### src/logic/pin_select_defines.vh
// Purpose: constants for the remappable pin select multiplexer
// Assumes: one register word per selector field, data in low bits
// Notes: addresses are word indexes on the plain register port
`ifndef PIN_SELECT_DEFINES_VH
`define PIN_SELECT_DEFINES_VH

// ----------------------------------------------------------------
// geometry
// ----------------------------------------------------------------
`define IN_SEL_W 7
`define OUT_SEL_W 6
`define NUM_PERIPH_IN 24
`define NUM_RP_PINS 15
`define NUM_RPI_PINS 20
`define ADDR_W 6
`define DATA_W 16

// ----------------------------------------------------------------
// register map: inputs at 0..23, outputs at 32..46
// ----------------------------------------------------------------
`define IN_SEL_BASE 6'h00
`define OUT_SEL_BASE 6'h20
`define SEL_RESET_IN 7'h00
`define SEL_RESET_OUT 6'h00

// ----------------------------------------------------------------
// input source codes
// ----------------------------------------------------------------
`define IN_GROUND 7'h00
`define IN_CMP1 7'h01
`define IN_CMP2 7'h02
`define IN_CMP3 7'h03
`define IN_CMP4 7'h04
`define IN_TRIG30 7'h06
`define IN_TRIG31 7'h07
`define IN_FINDEX 7'h08
`define IN_FHOME 7'h09

// ----------------------------------------------------------------
// output function codes
// ----------------------------------------------------------------
`define OUT_DEFAULT 6'h00
`define OUT_UART1_TX 6'h01
`define OUT_UART2_TX 6'h03
`define OUT_SPI_DO 6'h08
`define OUT_SPI_CK 6'h09
`define OUT_SPI_SS 6'h0a
`define OUT_CAN_TX 6'h0e
`define OUT_OC1 6'h10
`define OUT_OC2 6'h11
`define OUT_OC3 6'h12
`define OUT_OC4 6'h13
`define OUT_CMP1 6'h18
`define OUT_CMP2 6'h19
`define OUT_CMP3 6'h1a
`define OUT_SYNC 6'h2d
`define OUT_QCMP 6'h2f
`define OUT_REFCLK 6'h31
`define OUT_CMP4 6'h32

`endif

### src/logic/remappable_pin_select_mux.v
// Purpose: routes peripheral inputs from pins or internal sources and peripheral outputs onto pins
// Assumes: pin inputs are asynchronous and are synchronised here; peripheral signals share sys_clk
// Notes: outputs are registered, so routing follows a selector write by one extra cycle
//        full pins 118 and 120 have no pad on this part, so their input codes read low
`timescale 1ns/10ps
`include "pin_select_defines.vh"

module remappable_pin_select_mux (
  // clock and reset
  input wire sys_clk,
  input wire rst_n,
  // register port
  input wire [`ADDR_W-1:0] reg_addr,
  input wire [`DATA_W-1:0] reg_wdata,
  input wire reg_wr,
  input wire reg_rd,
  output reg [`DATA_W-1:0] reg_rdata,
  // physical pins, full remappable then input only, bit order as listed below
  input wire [`NUM_RP_PINS-1:0] remappable_io_pin_in,
  input wire [`NUM_RPI_PINS-1:0] remappable_input_only_pin,
  input wire [`NUM_RP_PINS-1:0] port_data_out,
  input wire [`NUM_RP_PINS-1:0] port_data_oe,
  input wire [`NUM_RP_PINS-1:0] analog_enable,
  output reg [`NUM_RP_PINS-1:0] remappable_io_pin_out,
  output reg [`NUM_RP_PINS-1:0] remappable_io_pin_oe,
  // internal virtual sources
  input wire comparator_out_one,
  input wire comparator_out_two,
  input wire comparator_out_three,
  input wire comparator_out_four,
  input wire trigger_gen_out_30,
  input wire trigger_gen_out_31,
  input wire filtered_encoder_index,
  input wire filtered_encoder_home,
  // peripheral outputs to be placed on pins
  input wire uart_one_transmit,
  input wire uart_two_transmit,
  input wire spi_b_data_out,
  input wire spi_b_clock_out,
  input wire spi_b_select_out,
  input wire can_transmit,
  input wire compare_out_one,
  input wire compare_out_two,
  input wire compare_out_three,
  input wire compare_out_four,
  input wire pwm_sync_out,
  input wire encoder_count_compare_out,
  input wire reference_clock_out,
  // peripheral inputs, index order: ext int 1, ext int 2, timer2 clock, capture 1..4,
  // compare fault a, pwm fault 1, 2, encoder a, b, index, home, uart rx 1, 2,
  // spi data in, spi clock in, spi select in, can rx, pwm sync in, deadtime 1..3
  output reg [`NUM_PERIPH_IN-1:0] periph_in
);

  // ----------------------------------------------------------------
  // pin numbering
  // ----------------------------------------------------------------
  // full pins: 20,35..43,54..57,97 (15); 118/120 come after them in rp_num and have no bit
  // input-only pins: 24,25,27,28,32,33,34,44,45,46,47,51,52,53,58,94,95,96,119,121
  function [6:0] rp_num;
    input integer i;
    begin
      case (i)
        0: rp_num = 7'h14;
        1: rp_num = 7'h23;
        2: rp_num = 7'h24;
        3: rp_num = 7'h25;
        4: rp_num = 7'h26;
        5: rp_num = 7'h27;
        6: rp_num = 7'h28;
        7: rp_num = 7'h29;
        8: rp_num = 7'h2a;
        9: rp_num = 7'h2b;
        10: rp_num = 7'h36;
        11: rp_num = 7'h37;
        12: rp_num = 7'h38;
        13: rp_num = 7'h39;
        14: rp_num = 7'h61;
        15: rp_num = 7'h76;
        default: rp_num = 7'h78;
      endcase
    end
  endfunction

  function [6:0] rpi_num;
    input integer i;
    begin
      case (i)
        0: rpi_num = 7'h18;
        1: rpi_num = 7'h19;
        2: rpi_num = 7'h1b;
        3: rpi_num = 7'h1c;
        4: rpi_num = 7'h20;
        5: rpi_num = 7'h21;
        6: rpi_num = 7'h22;
        7: rpi_num = 7'h2c;
        8: rpi_num = 7'h2d;
        9: rpi_num = 7'h2e;
        10: rpi_num = 7'h2f;
        11: rpi_num = 7'h33;
        12: rpi_num = 7'h34;
        13: rpi_num = 7'h35;
        14: rpi_num = 7'h3a;
        15: rpi_num = 7'h5e;
        16: rpi_num = 7'h5f;
        17: rpi_num = 7'h60;
        18: rpi_num = 7'h77;
        default: rpi_num = 7'h79;
      endcase
    end
  endfunction

  // ----------------------------------------------------------------
  // pin synchronisers
  // ----------------------------------------------------------------
  // pads are asynchronous; two stages keep metastability away from the mux
  reg [`NUM_RP_PINS-1:0] io_meta_reg;
  reg [`NUM_RP_PINS-1:0] io_sync_reg;
  reg [`NUM_RPI_PINS-1:0] ionly_meta_reg;
  reg [`NUM_RPI_PINS-1:0] ionly_sync_reg;

  always @(posedge sys_clk or negedge rst_n) begin
    if (!rst_n) begin
      io_meta_reg <= {`NUM_RP_PINS{1'b0}};
      io_sync_reg <= {`NUM_RP_PINS{1'b0}};
      ionly_meta_reg <= {`NUM_RPI_PINS{1'b0}};
      ionly_sync_reg <= {`NUM_RPI_PINS{1'b0}};
    end else begin
      io_meta_reg <= remappable_io_pin_in;
      io_sync_reg <= io_meta_reg;
      ionly_meta_reg <= remappable_input_only_pin;
      ionly_sync_reg <= ionly_meta_reg;
    end
  end

  // ----------------------------------------------------------------
  // selector registers
  // ----------------------------------------------------------------
  reg [`IN_SEL_W-1:0] input_map_selector_reg [0:`NUM_PERIPH_IN-1];
  reg [`OUT_SEL_W-1:0] output_map_selector_reg [0:`NUM_RP_PINS-1];
  reg [`DATA_W-1:0] reg_rdata_next;
  integer wr_idx;
  integer rd_idx;
  integer in_idx;
  integer out_idx;
  integer dec_idx;

  // ----------------------------------------------------------------
  // address decode
  // ----------------------------------------------------------------
  // one compare per field, shared by write and read so both agree on the map
  reg [`NUM_PERIPH_IN-1:0] in_hit;
  reg [`NUM_RP_PINS-1:0] out_hit;

  always @* begin
    in_hit = {`NUM_PERIPH_IN{1'b0}};
    out_hit = {`NUM_RP_PINS{1'b0}};
    for (dec_idx = 0; dec_idx < `NUM_PERIPH_IN; dec_idx = dec_idx + 1)
      in_hit[dec_idx] = (reg_addr == `IN_SEL_BASE + dec_idx[5:0]);
    for (dec_idx = 0; dec_idx < `NUM_RP_PINS; dec_idx = dec_idx + 1)
      out_hit[dec_idx] = (reg_addr == `OUT_SEL_BASE + dec_idx[5:0]);
  end

  // each write touches one field only, so other routes never glitch
  // upper data bits are dropped here and read back as zero
  always @(posedge sys_clk or negedge rst_n) begin
    if (!rst_n) begin
      for (wr_idx = 0; wr_idx < `NUM_PERIPH_IN; wr_idx = wr_idx + 1)
        input_map_selector_reg[wr_idx] <= `SEL_RESET_IN;
      for (wr_idx = 0; wr_idx < `NUM_RP_PINS; wr_idx = wr_idx + 1)
        output_map_selector_reg[wr_idx] <= `SEL_RESET_OUT;
    end else if (reg_wr) begin
      for (wr_idx = 0; wr_idx < `NUM_PERIPH_IN; wr_idx = wr_idx + 1)
        if (in_hit[wr_idx])
          input_map_selector_reg[wr_idx] <= reg_wdata[`IN_SEL_W-1:0];
      for (wr_idx = 0; wr_idx < `NUM_RP_PINS; wr_idx = wr_idx + 1)
        if (out_hit[wr_idx])
          output_map_selector_reg[wr_idx] <= reg_wdata[`OUT_SEL_W-1:0];
    end
  end

  // unmapped addresses read as zero
  always @* begin
    reg_rdata_next = {`DATA_W{1'b0}};
    for (rd_idx = 0; rd_idx < `NUM_PERIPH_IN; rd_idx = rd_idx + 1)
      if (in_hit[rd_idx])
        reg_rdata_next = {9'h000, input_map_selector_reg[rd_idx]};
    for (rd_idx = 0; rd_idx < `NUM_RP_PINS; rd_idx = rd_idx + 1)
      if (out_hit[rd_idx])
        reg_rdata_next = {10'h000, output_map_selector_reg[rd_idx]};
  end

  always @(posedge sys_clk or negedge rst_n) begin
    if (!rst_n)
      reg_rdata <= {`DATA_W{1'b0}};
    else if (reg_rd)
      reg_rdata <= reg_rdata_next;
    else
      reg_rdata <= {`DATA_W{1'b0}};
  end

  // ----------------------------------------------------------------
  // input routing
  // ----------------------------------------------------------------
  // analog pins have their digital input buffer off, so they read low
  function route_in;
    input [6:0] sel;
    input [`NUM_RP_PINS-1:0] io_v;
    input [`NUM_RPI_PINS-1:0] ionly_v;
    input [8:0] virt;
    integer j;
    begin
      route_in = 1'b0;
      case (sel)
        `IN_GROUND: route_in = 1'b0;
        `IN_CMP1: route_in = virt[0];
        `IN_CMP2: route_in = virt[1];
        `IN_CMP3: route_in = virt[2];
        `IN_CMP4: route_in = virt[3];
        `IN_TRIG30: route_in = virt[4];
        `IN_TRIG31: route_in = virt[5];
        `IN_FINDEX: route_in = virt[6];
        `IN_FHOME: route_in = virt[7];
        // these codes have nothing behind them and stay low instead of entering the pin search
        7'h05: route_in = 1'b0;
        7'h76, 7'h78: route_in = 1'b0; // full pins without a pad here
        7'h7a, 7'h7b, 7'h7c, 7'h7d, 7'h7e, 7'h7f: route_in = 1'b0; // above the top pin
        default: begin
          for (j = 0; j < `NUM_RP_PINS; j = j + 1)
            if (sel == rp_num(j))
              route_in = io_v[j];
          for (j = 0; j < `NUM_RPI_PINS; j = j + 1)
            if (sel == rpi_num(j))
              route_in = ionly_v[j];
        end
      endcase
    end
  endfunction

  wire [8:0] virt_src;
  wire [`NUM_RP_PINS-1:0] io_digital;
  reg [`NUM_PERIPH_IN-1:0] periph_in_next;

  assign virt_src = {1'b0, filtered_encoder_home, filtered_encoder_index, trigger_gen_out_31,
                     trigger_gen_out_30, comparator_out_four, comparator_out_three,
                     comparator_out_two, comparator_out_one};
  // input-only pins skip this mask: they carry no analog flag here
  assign io_digital = io_sync_reg & ~analog_enable;

  always @* begin
    periph_in_next = {`NUM_PERIPH_IN{1'b0}};
    for (in_idx = 0; in_idx < `NUM_PERIPH_IN; in_idx = in_idx + 1)
      periph_in_next[in_idx] = route_in(input_map_selector_reg[in_idx], io_digital, ionly_sync_reg, virt_src);
  end

  // ----------------------------------------------------------------
  // output routing
  // ----------------------------------------------------------------
  reg [`NUM_RP_PINS-1:0] pin_out_next;
  reg [`NUM_RP_PINS-1:0] pin_oe_next;
  reg mapped;
  reg level;

  always @* begin
    pin_out_next = {`NUM_RP_PINS{1'b0}};
    pin_oe_next = {`NUM_RP_PINS{1'b0}};
    mapped = 1'b0;
    level = 1'b0;
    for (out_idx = 0; out_idx < `NUM_RP_PINS; out_idx = out_idx + 1) begin
      mapped = 1'b1;
      case (output_map_selector_reg[out_idx])
        `OUT_UART1_TX: level = uart_one_transmit;
        `OUT_UART2_TX: level = uart_two_transmit;
        `OUT_SPI_DO: level = spi_b_data_out;
        `OUT_SPI_CK: level = spi_b_clock_out;
        `OUT_SPI_SS: level = spi_b_select_out;
        `OUT_CAN_TX: level = can_transmit;
        `OUT_OC1: level = compare_out_one;
        `OUT_OC2: level = compare_out_two;
        `OUT_OC3: level = compare_out_three;
        `OUT_OC4: level = compare_out_four;
        `OUT_CMP1: level = comparator_out_one;
        `OUT_CMP2: level = comparator_out_two;
        `OUT_CMP3: level = comparator_out_three;
        `OUT_CMP4: level = comparator_out_four;
        `OUT_SYNC: level = pwm_sync_out;
        `OUT_QCMP: level = encoder_count_compare_out;
        `OUT_REFCLK: level = reference_clock_out;
        default: begin
          mapped = 1'b0;
          level = 1'b0;
        end
      endcase
      // analog use of the pin keeps the remapped driver off
      if (mapped && !analog_enable[out_idx]) begin
        pin_out_next[out_idx] = level;
        pin_oe_next[out_idx] = 1'b1;
      end else begin
        pin_out_next[out_idx] = port_data_out[out_idx];
        pin_oe_next[out_idx] = port_data_oe[out_idx];
      end
    end
  end

  // registered so a selector change never shows decode glitches on the pads
  always @(posedge sys_clk or negedge rst_n) begin
    if (!rst_n) begin
      periph_in <= {`NUM_PERIPH_IN{1'b0}};
      remappable_io_pin_out <= {`NUM_RP_PINS{1'b0}};
      remappable_io_pin_oe <= {`NUM_RP_PINS{1'b0}};
    end else begin
      periph_in <= periph_in_next;
      remappable_io_pin_out <= pin_out_next;
      remappable_io_pin_oe <= pin_oe_next;
    end
  end

endmodule // remappable_pin_select_mux

### config.mk
export PLATFORM = sky130hd
export DESIGN_NAME = remappable_pin_select_mux
export DESIGN_NICKNAME = d
export VERILOG_FILES = /design/src/logic/remappable_pin_select_mux.v
export VERILOG_INCLUDE_DIRS = /design/src /design/src/logic
export SDC_FILE = /design/constraint.sdc
export NUM_CORES = 2
export LEC_CHECK = 0
export BUFFER_PORTS_ARGS = -buffer_cell sky130_fd_sc_hd__buf_2
export CAP_MARGIN = 20
export CORE_ASPECT_RATIO = 1.4
export CORE_MARGIN = 2
export CORE_UTILIZATION = 30
export CTS_CLUSTER_DIAMETER = 200
export DETAILED_ROUTE_END_ITERATION = 6
export PLACE_DENSITY = 0.46
export SLEW_MARGIN = 10
export SYNTH_ARGS = -nofsm -noshare
export SYNTH_HDL_FRONTEND = slang
export SYNTH_SLANG_ARGS = --single-unit
### constraint.sdc
create_clock -name sys_clk -period 4.4 [get_ports sys_clk]
set_input_delay 0.88 -clock sys_clk [delete_from_list [all_inputs] [get_ports sys_clk]]
set_output_delay 0.88 -clock sys_clk [all_outputs]
set_load 0.005 [all_outputs]
Word-level counts from Yosys, hierarchy flattened
Cells that the tools add are included.
{"block": "op_classes", "eq_ne": 1541, "n_mux": 1828, "n_bitwise": 2, "n_reduce_logical": 157}
{"cell": "two-way mux 7 bit", "count": 841}
{"cell": "equality test 7 bit", "count": 840}
{"cell": "equality test 7 bit (second input constant)", "count": 192}
{"cell": "two-way mux 1 bit", "count": 909}
{"cell": "equality test 6 x 5 -> 1 bit (second input constant)", "count": 113}
{"cell": "equality test 7 x 3 -> 1 bit (second input constant)", "count": 96}
{"cell": "two-way mux 16 bit", "count": 39}
{"cell": "equality test 6 bit (second input constant)", "count": 75}
{"cell": "OR reduction 18 bit", "count": 24}
{"cell": "equality test 6 x 4 -> 1 bit (second input constant)", "count": 68}
{"cell": "equality test 7 x 2 -> 1 bit (second input constant)", "count": 48}
{"cell": "equality test 7 x 4 -> 1 bit (second input constant)", "count": 48}
{"cell": "case mux 1 bit (17 select lines)", "count": 15}
{"cell": "OR reduction 17 bit", "count": 15}
{"cell": "OR reduction 10 bit", "count": 24}
{"cell": "case mux 1 bit (9 select lines)", "count": 24}
{"cell": "equality test 7 x 1 -> 1 bit (second input constant)", "count": 24}
{"cell": "logical NOT 7 bit", "count": 24}
{"cell": "equality test 6 x 2 -> 1 bit (second input constant)", "count": 17}
{"cell": "equality test 6 x 1 -> 1 bit (second input constant)", "count": 16}
{"cell": "AND reduction 2 bit", "count": 39}
{"cell": "equality test 6 x 3 -> 1 bit (second input constant)", "count": 4}
{"cell": "AND 15 bit", "count": 1}
{"cell": "logical AND 1 bit", "count": 15}
{"cell": "3 further kinds", "count": 17}
{"block": "word_totals", "regBits": 398}

Longest topological paths before layout
{"block": "depth", "ltp_word": 41, "mapped_depth": 11, "depth_no_buf": 8}

Worst setup path before layout
Ideal clock, no wire load.
{"block": "synth_path", "path_kind": "input-to-reg", "from": "in reg_addr[2]", "to": "reg input_map_selector_reg[44] in the netlist's numbering", "setup_ps": 125, "arrival_time_ps": 2495, "t_required_ps": 4275, "slack_ps": 1780, "cell_stages": 6, "path_buffers": 3, "path_cell_list": "buf_6 -> or4b_1 -> clkbuf_1 -> buf_2 -> nor2_2 -> mux2_2"}
{"block": "synth_between", "elab_chain_len": 2}
{"item": "start: declaration", "line": "remappable_pin_select_mux.v:13", "source": "input wire [`ADDR_W-1:0] reg_addr,"}
{"item": "equality test 6 x 5 -> 1 bit"}
{"item": "AND reduction 2 bit (no line)"}
{"item": "end signal: indexed assignment", "line": "remappable_pin_select_mux.v:169", "source": "input_map_selector_reg[wr_idx] <= `SEL_RESET_IN;"}
{"item": "end signal: indexed assignment", "line": "remappable_pin_select_mux.v:175", "source": "input_map_selector_reg[wr_idx] <= reg_wdata[`IN_SEL_W-1:0];"}
{"item": "end: declaration", "line": "remappable_pin_select_mux.v:139", "source": "reg [`IN_SEL_W-1:0] input_map_selector_reg [0:`NUM_PERIPH_IN-1];"}
No other way between the ends.
A chain may end at the register's enable or synchronous reset.

Final worst setup path
{"block": "layout_path", "from": "reg ionly_sync_reg[5]", "to": "reg periph_in[19]"}
{"block": "layout_between", "elab_chain_len": 17}
{"item": "start: declaration", "line": "remappable_pin_select_mux.v:120", "source": "reg [`NUM_RPI_PINS-1:0] ionly_sync_reg;"}
{"item": "start signal: assignment", "line": "remappable_pin_select_mux.v:127", "source": "ionly_sync_reg <= {`NUM_RPI_PINS{1'b0}};"}
{"item": "start signal: assignment", "line": "remappable_pin_select_mux.v:132", "source": "ionly_sync_reg <= ionly_meta_reg;"}
{"item": "two-way mux 1 bit (16 in series)"}
{"item": "case mux 1 bit (9 select lines)"}
{"item": "net periph_in_next[19]", "line": "remappable_pin_select_mux.v:242", "source": "reg [`NUM_PERIPH_IN-1:0] periph_in_next;"}
{"item": "end signal: assignment", "line": "remappable_pin_select_mux.v:308", "source": "periph_in <= {`NUM_PERIPH_IN{1'b0}};"}
{"item": "end signal: assignment", "line": "remappable_pin_select_mux.v:312", "source": "periph_in <= periph_in_next;"}
{"item": "end: declaration", "line": "remappable_pin_select_mux.v:52", "source": "output reg [`NUM_PERIPH_IN-1:0] periph_in"}
The timed path passes the listed nets, and every way through them passes these cells. The select of a mux whose other input is x is not followed.

==> impl_metrics.env <==
export IMPL_gp_congestion=1.01
export IMPL_antenna_found_initial=15
export IMPL_p_seq_frac=0.369
export IMPL_pwr_density_cell_nw_per_um2=356
export IMPL_cp_top_family="compound AO/OA/AOI/OAI gates"
export IMPL_synth_top_flop_cell="dfrtp_1"
export IMPL_die_area_sq_um=134000
export IMPL_synth_area_top_cells="dfrtp_1 (25%), mux2_2 (7.6%), o21ai_0 (5.3%), nand2_1 (4.7%), a21oi_1 (4.7%)"
export IMPL_fmax_ghz=0.297
export IMPL_die_h_um=432
export IMPL_crit_chain="clkinv_1 > a31oi_1 > o32a_1 > o32ai_1 > a22oi_1 > nand2_1 > a31o_2 > a21oi_1"
export IMPL_syn_area_sq_um=39200
export IMPL_synth_edf_count=0
export IMPL_hold_buffers=0
export IMPL_setup_viol_count_final=0
export IMPL_finalCriticalPeriod_ps=3370
export IMPL_start_util=0.301
export IMPL_route_detailed_drc=14
export IMPL_crit_path_end_kind="flip-flop"
export IMPL_cts_num_sinks=389
export IMPL_drive_gt1_frac=0.164
export IMPL_grt_max_degree=74
export IMPL_violations="DRC"
export IMPL_synth_area_per_cell_sq_um=7.44
export IMPL_grt_pass1_wl_um=318000
export IMPL_drv_cap=0
export IMPL_synth_compound_area_frac=0.294
export IMPL_synth_cell_types=104
export IMPL_first_global_vias=43000
export IMPL_cp_num_buf_inv=1
export IMPL_rsz0062_at_grt="false"
export IMPL_clkTransAtPathRegs_ps=70
export IMPL_cp_start_kind="flip-flop"
export IMPL_fin_crit_sh=0.766
export IMPL_fin_nets=5221
export IMPL_yosys_area_top_type="dfrtp_1"
export IMPL_swShare=0.452
export IMPL_ctsHtreeMaxLevel=2
export IMPL_p_clk_frac=0.267
export IMPL_status="finished, violations left"
export IMPL_drv_slew=0
export IMPL_clk_latency_ps=680
export IMPL_io_pin_count=197
export IMPL_netSwitchingPower_mw=6.94
export IMPL_internal_power_mw=8.42
export IMPL_detail_route_wl_per_cell_um=32.6
export IMPL_synth_top_family_by_area="compound AO/OA/AOI/OAI gates"
export IMPL_tightest_slew_ps=1270
export IMPL_core_rowCount=157
export IMPL_yosysSeqAreaShare=0.248
export IMPL_synthXorXnorAreaFrac=0.00268
export IMPL_crit_type="flip-flop to flip-flop"
export IMPL_synth_area_mux_share=0.120
export IMPL_ir_drop_v=0.000277
export IMPL_gr_total_overflow=0
export IMPL_final_core_util=0.331
export IMPL_timing_critical_path_from="ionly_sync_reg[5]"
export IMPL_arrival_ps=3910
export IMPL_synth_seq_cells=389
export IMPL_hold_ws_ps=205
export IMPL_largest_reg_flops=161
export IMPL_dp_hpwl_um=155000
export IMPL_synth_cells=5270
export IMPL_postCtsSetupBuffers=0
export IMPL_core_sq_um=130000
export IMPL_drt_total_wl_um=225000
export IMPL_yosys_warnings=0
export IMPL_synth_top_area_frac=0.248
export IMPL_tns_ps=0
export IMPL_cp_slowest_cell="dfrtp_1"
export IMPL_drtIter0Drc=5984
export IMPL_num_vias=45400
export IMPL_hold_viol=0
export IMPL_fill_cells=14000
export IMPL_async_flop_share=1.00
export IMPL_cts_buffers=48
export IMPL_slew_headroom=0.151
export IMPL_area_growth_pct=9.97
export IMPL_die_w_um=310
export IMPL_crit_path_max_incr_delay_ps=970
export IMPL_antenna_left=0
export IMPL_rr_startpoint="ionly_sync_reg[5]"
export IMPL_clock_path_buffers=3
export IMPL_cp_data_required_time_ps=4940
export IMPL_drtPass1Iterations=7
export IMPL_portBuffers=178
export IMPL_clk_root_buffer_cell="clkbuf_16"
export IMPL_p_comb_frac=0.364
export IMPL_skew_ps=58.4
export IMPL_hp_class="primary input to asynchronous set/reset pin"
export IMPL_synth_fa_ha_area_frac=0
export IMPL_tritoncts="done"
export IMPL_r2r_setup_slack_ps=1030
export IMPL_grt_total_usage=0.327
export IMPL_viasPerCell=6.59
export IMPL_multi_input_area_sq_um=26800
export IMPL_p_leak_nw=15.6
export IMPL_register_area_sq_um=9740
export IMPL_crit_fanout=9
export IMPL_cts_resized=0
export IMPL_synth_simple_area_share=0.264
-- synthesized netlist by cell type (all sizes together) (30+ instances only) --
cell type / instances
nor2b: 162
nand2b: 110
a211oi: 48
dfrtp: 389
a22oi: 68
nand3: 164
a21oi: 371
o21ai: 419
o22ai: 100
nand2: 497
nor4: 48
a31oi: 131
and3: 30
and2: 31
nor3: 152
mux2i: 130
o32ai: 50
a221oi: 39
o211ai: 56
nand3b: 48
nor3b: 64
o31ai: 43
mux2: 265
buf: 150
or2: 32
nor2: 464
clkbuf: 456
a32oi: 51
inv: 79
or3: 33
nor4b: 32
nand4: 71
-- layout make-up --
type | count | area share
Timing Repair Buffer | 372 | 0.0583
Antenna cell | 13 | 0.000754
Clock buffer | 69 | 0.0313
Inverter | 89 | 0.00774
Clock inverter | 20 | 0.00461
Multi-Input combinational cell | 4194 | 0.621
Tap cell | 1749 | 0.0507
Sequential cell | 389 | 0.226
-- through the flow --
| stage | instances | instance area (sq um) | worst slack [ps] | total power [mW] |
|---|---|---|---|---|
| 2_1_floorplan | 5278 | 39300 | 1780 | 8.73 |
| 3_3_place_gp | 6791 | 41500 | 682 | 11.1 |
| 3_5_place_dp | 6791 | 41500 | 618 | 11.1 |
| 4_1_cts | 6880 | 43100 | 1070 | 15.3 |
| 5_1_grt | 6886 | 43100 | 969 | 16.1 |
| 6_report | 6895 | 43100 | 1030 | 15.4 |
-- power groups by stage --
stage | clock network (mW) | registers, mW | logic (mW)
after detailed placement | 0 | 5.67 | 5.42
final | 4.10 | 5.67 | 5.59
after CTS | 4.22 | 5.60 | 5.44
after global placement | 0 | 5.69 | 5.42
after global routing | 4.34 | 5.73 | 5.98
after floorplan | 0 | 4.39 | 4.35
-- placed cells by master, fill, tap and decap left out, types with 50 or more instances in the layout --
master,count
a32oi_1,51
o32ai_1,50
buf_4,184
o22ai_1,100
o21ai_0,415
nand4_1,71
nor2_1,449
a21oi_1,371
nand2b_1,109
nand3_1,164
nor3b_1,60
mux2i_1,130
inv_1,77
buf_2,175
nor2b_1,151
a31oi_1,131
nor3_1,152
dfrtp_1,384
mux2_2,265
o211ai_1,56
nand2_1,495
a22oi_1,68
-- kinds of logic after synthesis --
family	Yosys count
buf+inv	695
flops	389
other cells	1
xor+xnor	12
simple gates	2015
compound gates	1744
mux	414
-- final timing paths --
path,end,cells after the start
min reg2reg,ionly_sync_reg[2],0
max in group asynchronous,output_map_selector_reg[14],2
min in group sys_clk,ionly_meta_reg[3],1
max,periph_in[19],8
min,output_map_selector_reg[59],1
max reg2reg,periph_in[19],8
-- per-layer routing --
metal	global-route usage	vias up	share of wire	wire [um]
met5	0	-	0.00029	66
met4	0.286	8	0.10	23300
met3	0.0716	942	0.091	20400
met2	0.512	2884	0.45	100000
met1	0.374	22200	0.36	80900
li1	-	19400	-	-
-- worst reg2reg max path, cell delays in order, from the launching register on --
cell	delay, ps
dfrtp_1	970
clkinv_1	990
a31oi_1	380
o32a_1	180
o32ai_1	70
a22oi_1	210
nand2_1	70
a31o_2	220
a21oi_1	190
Power figures use the tool's default switching activity.
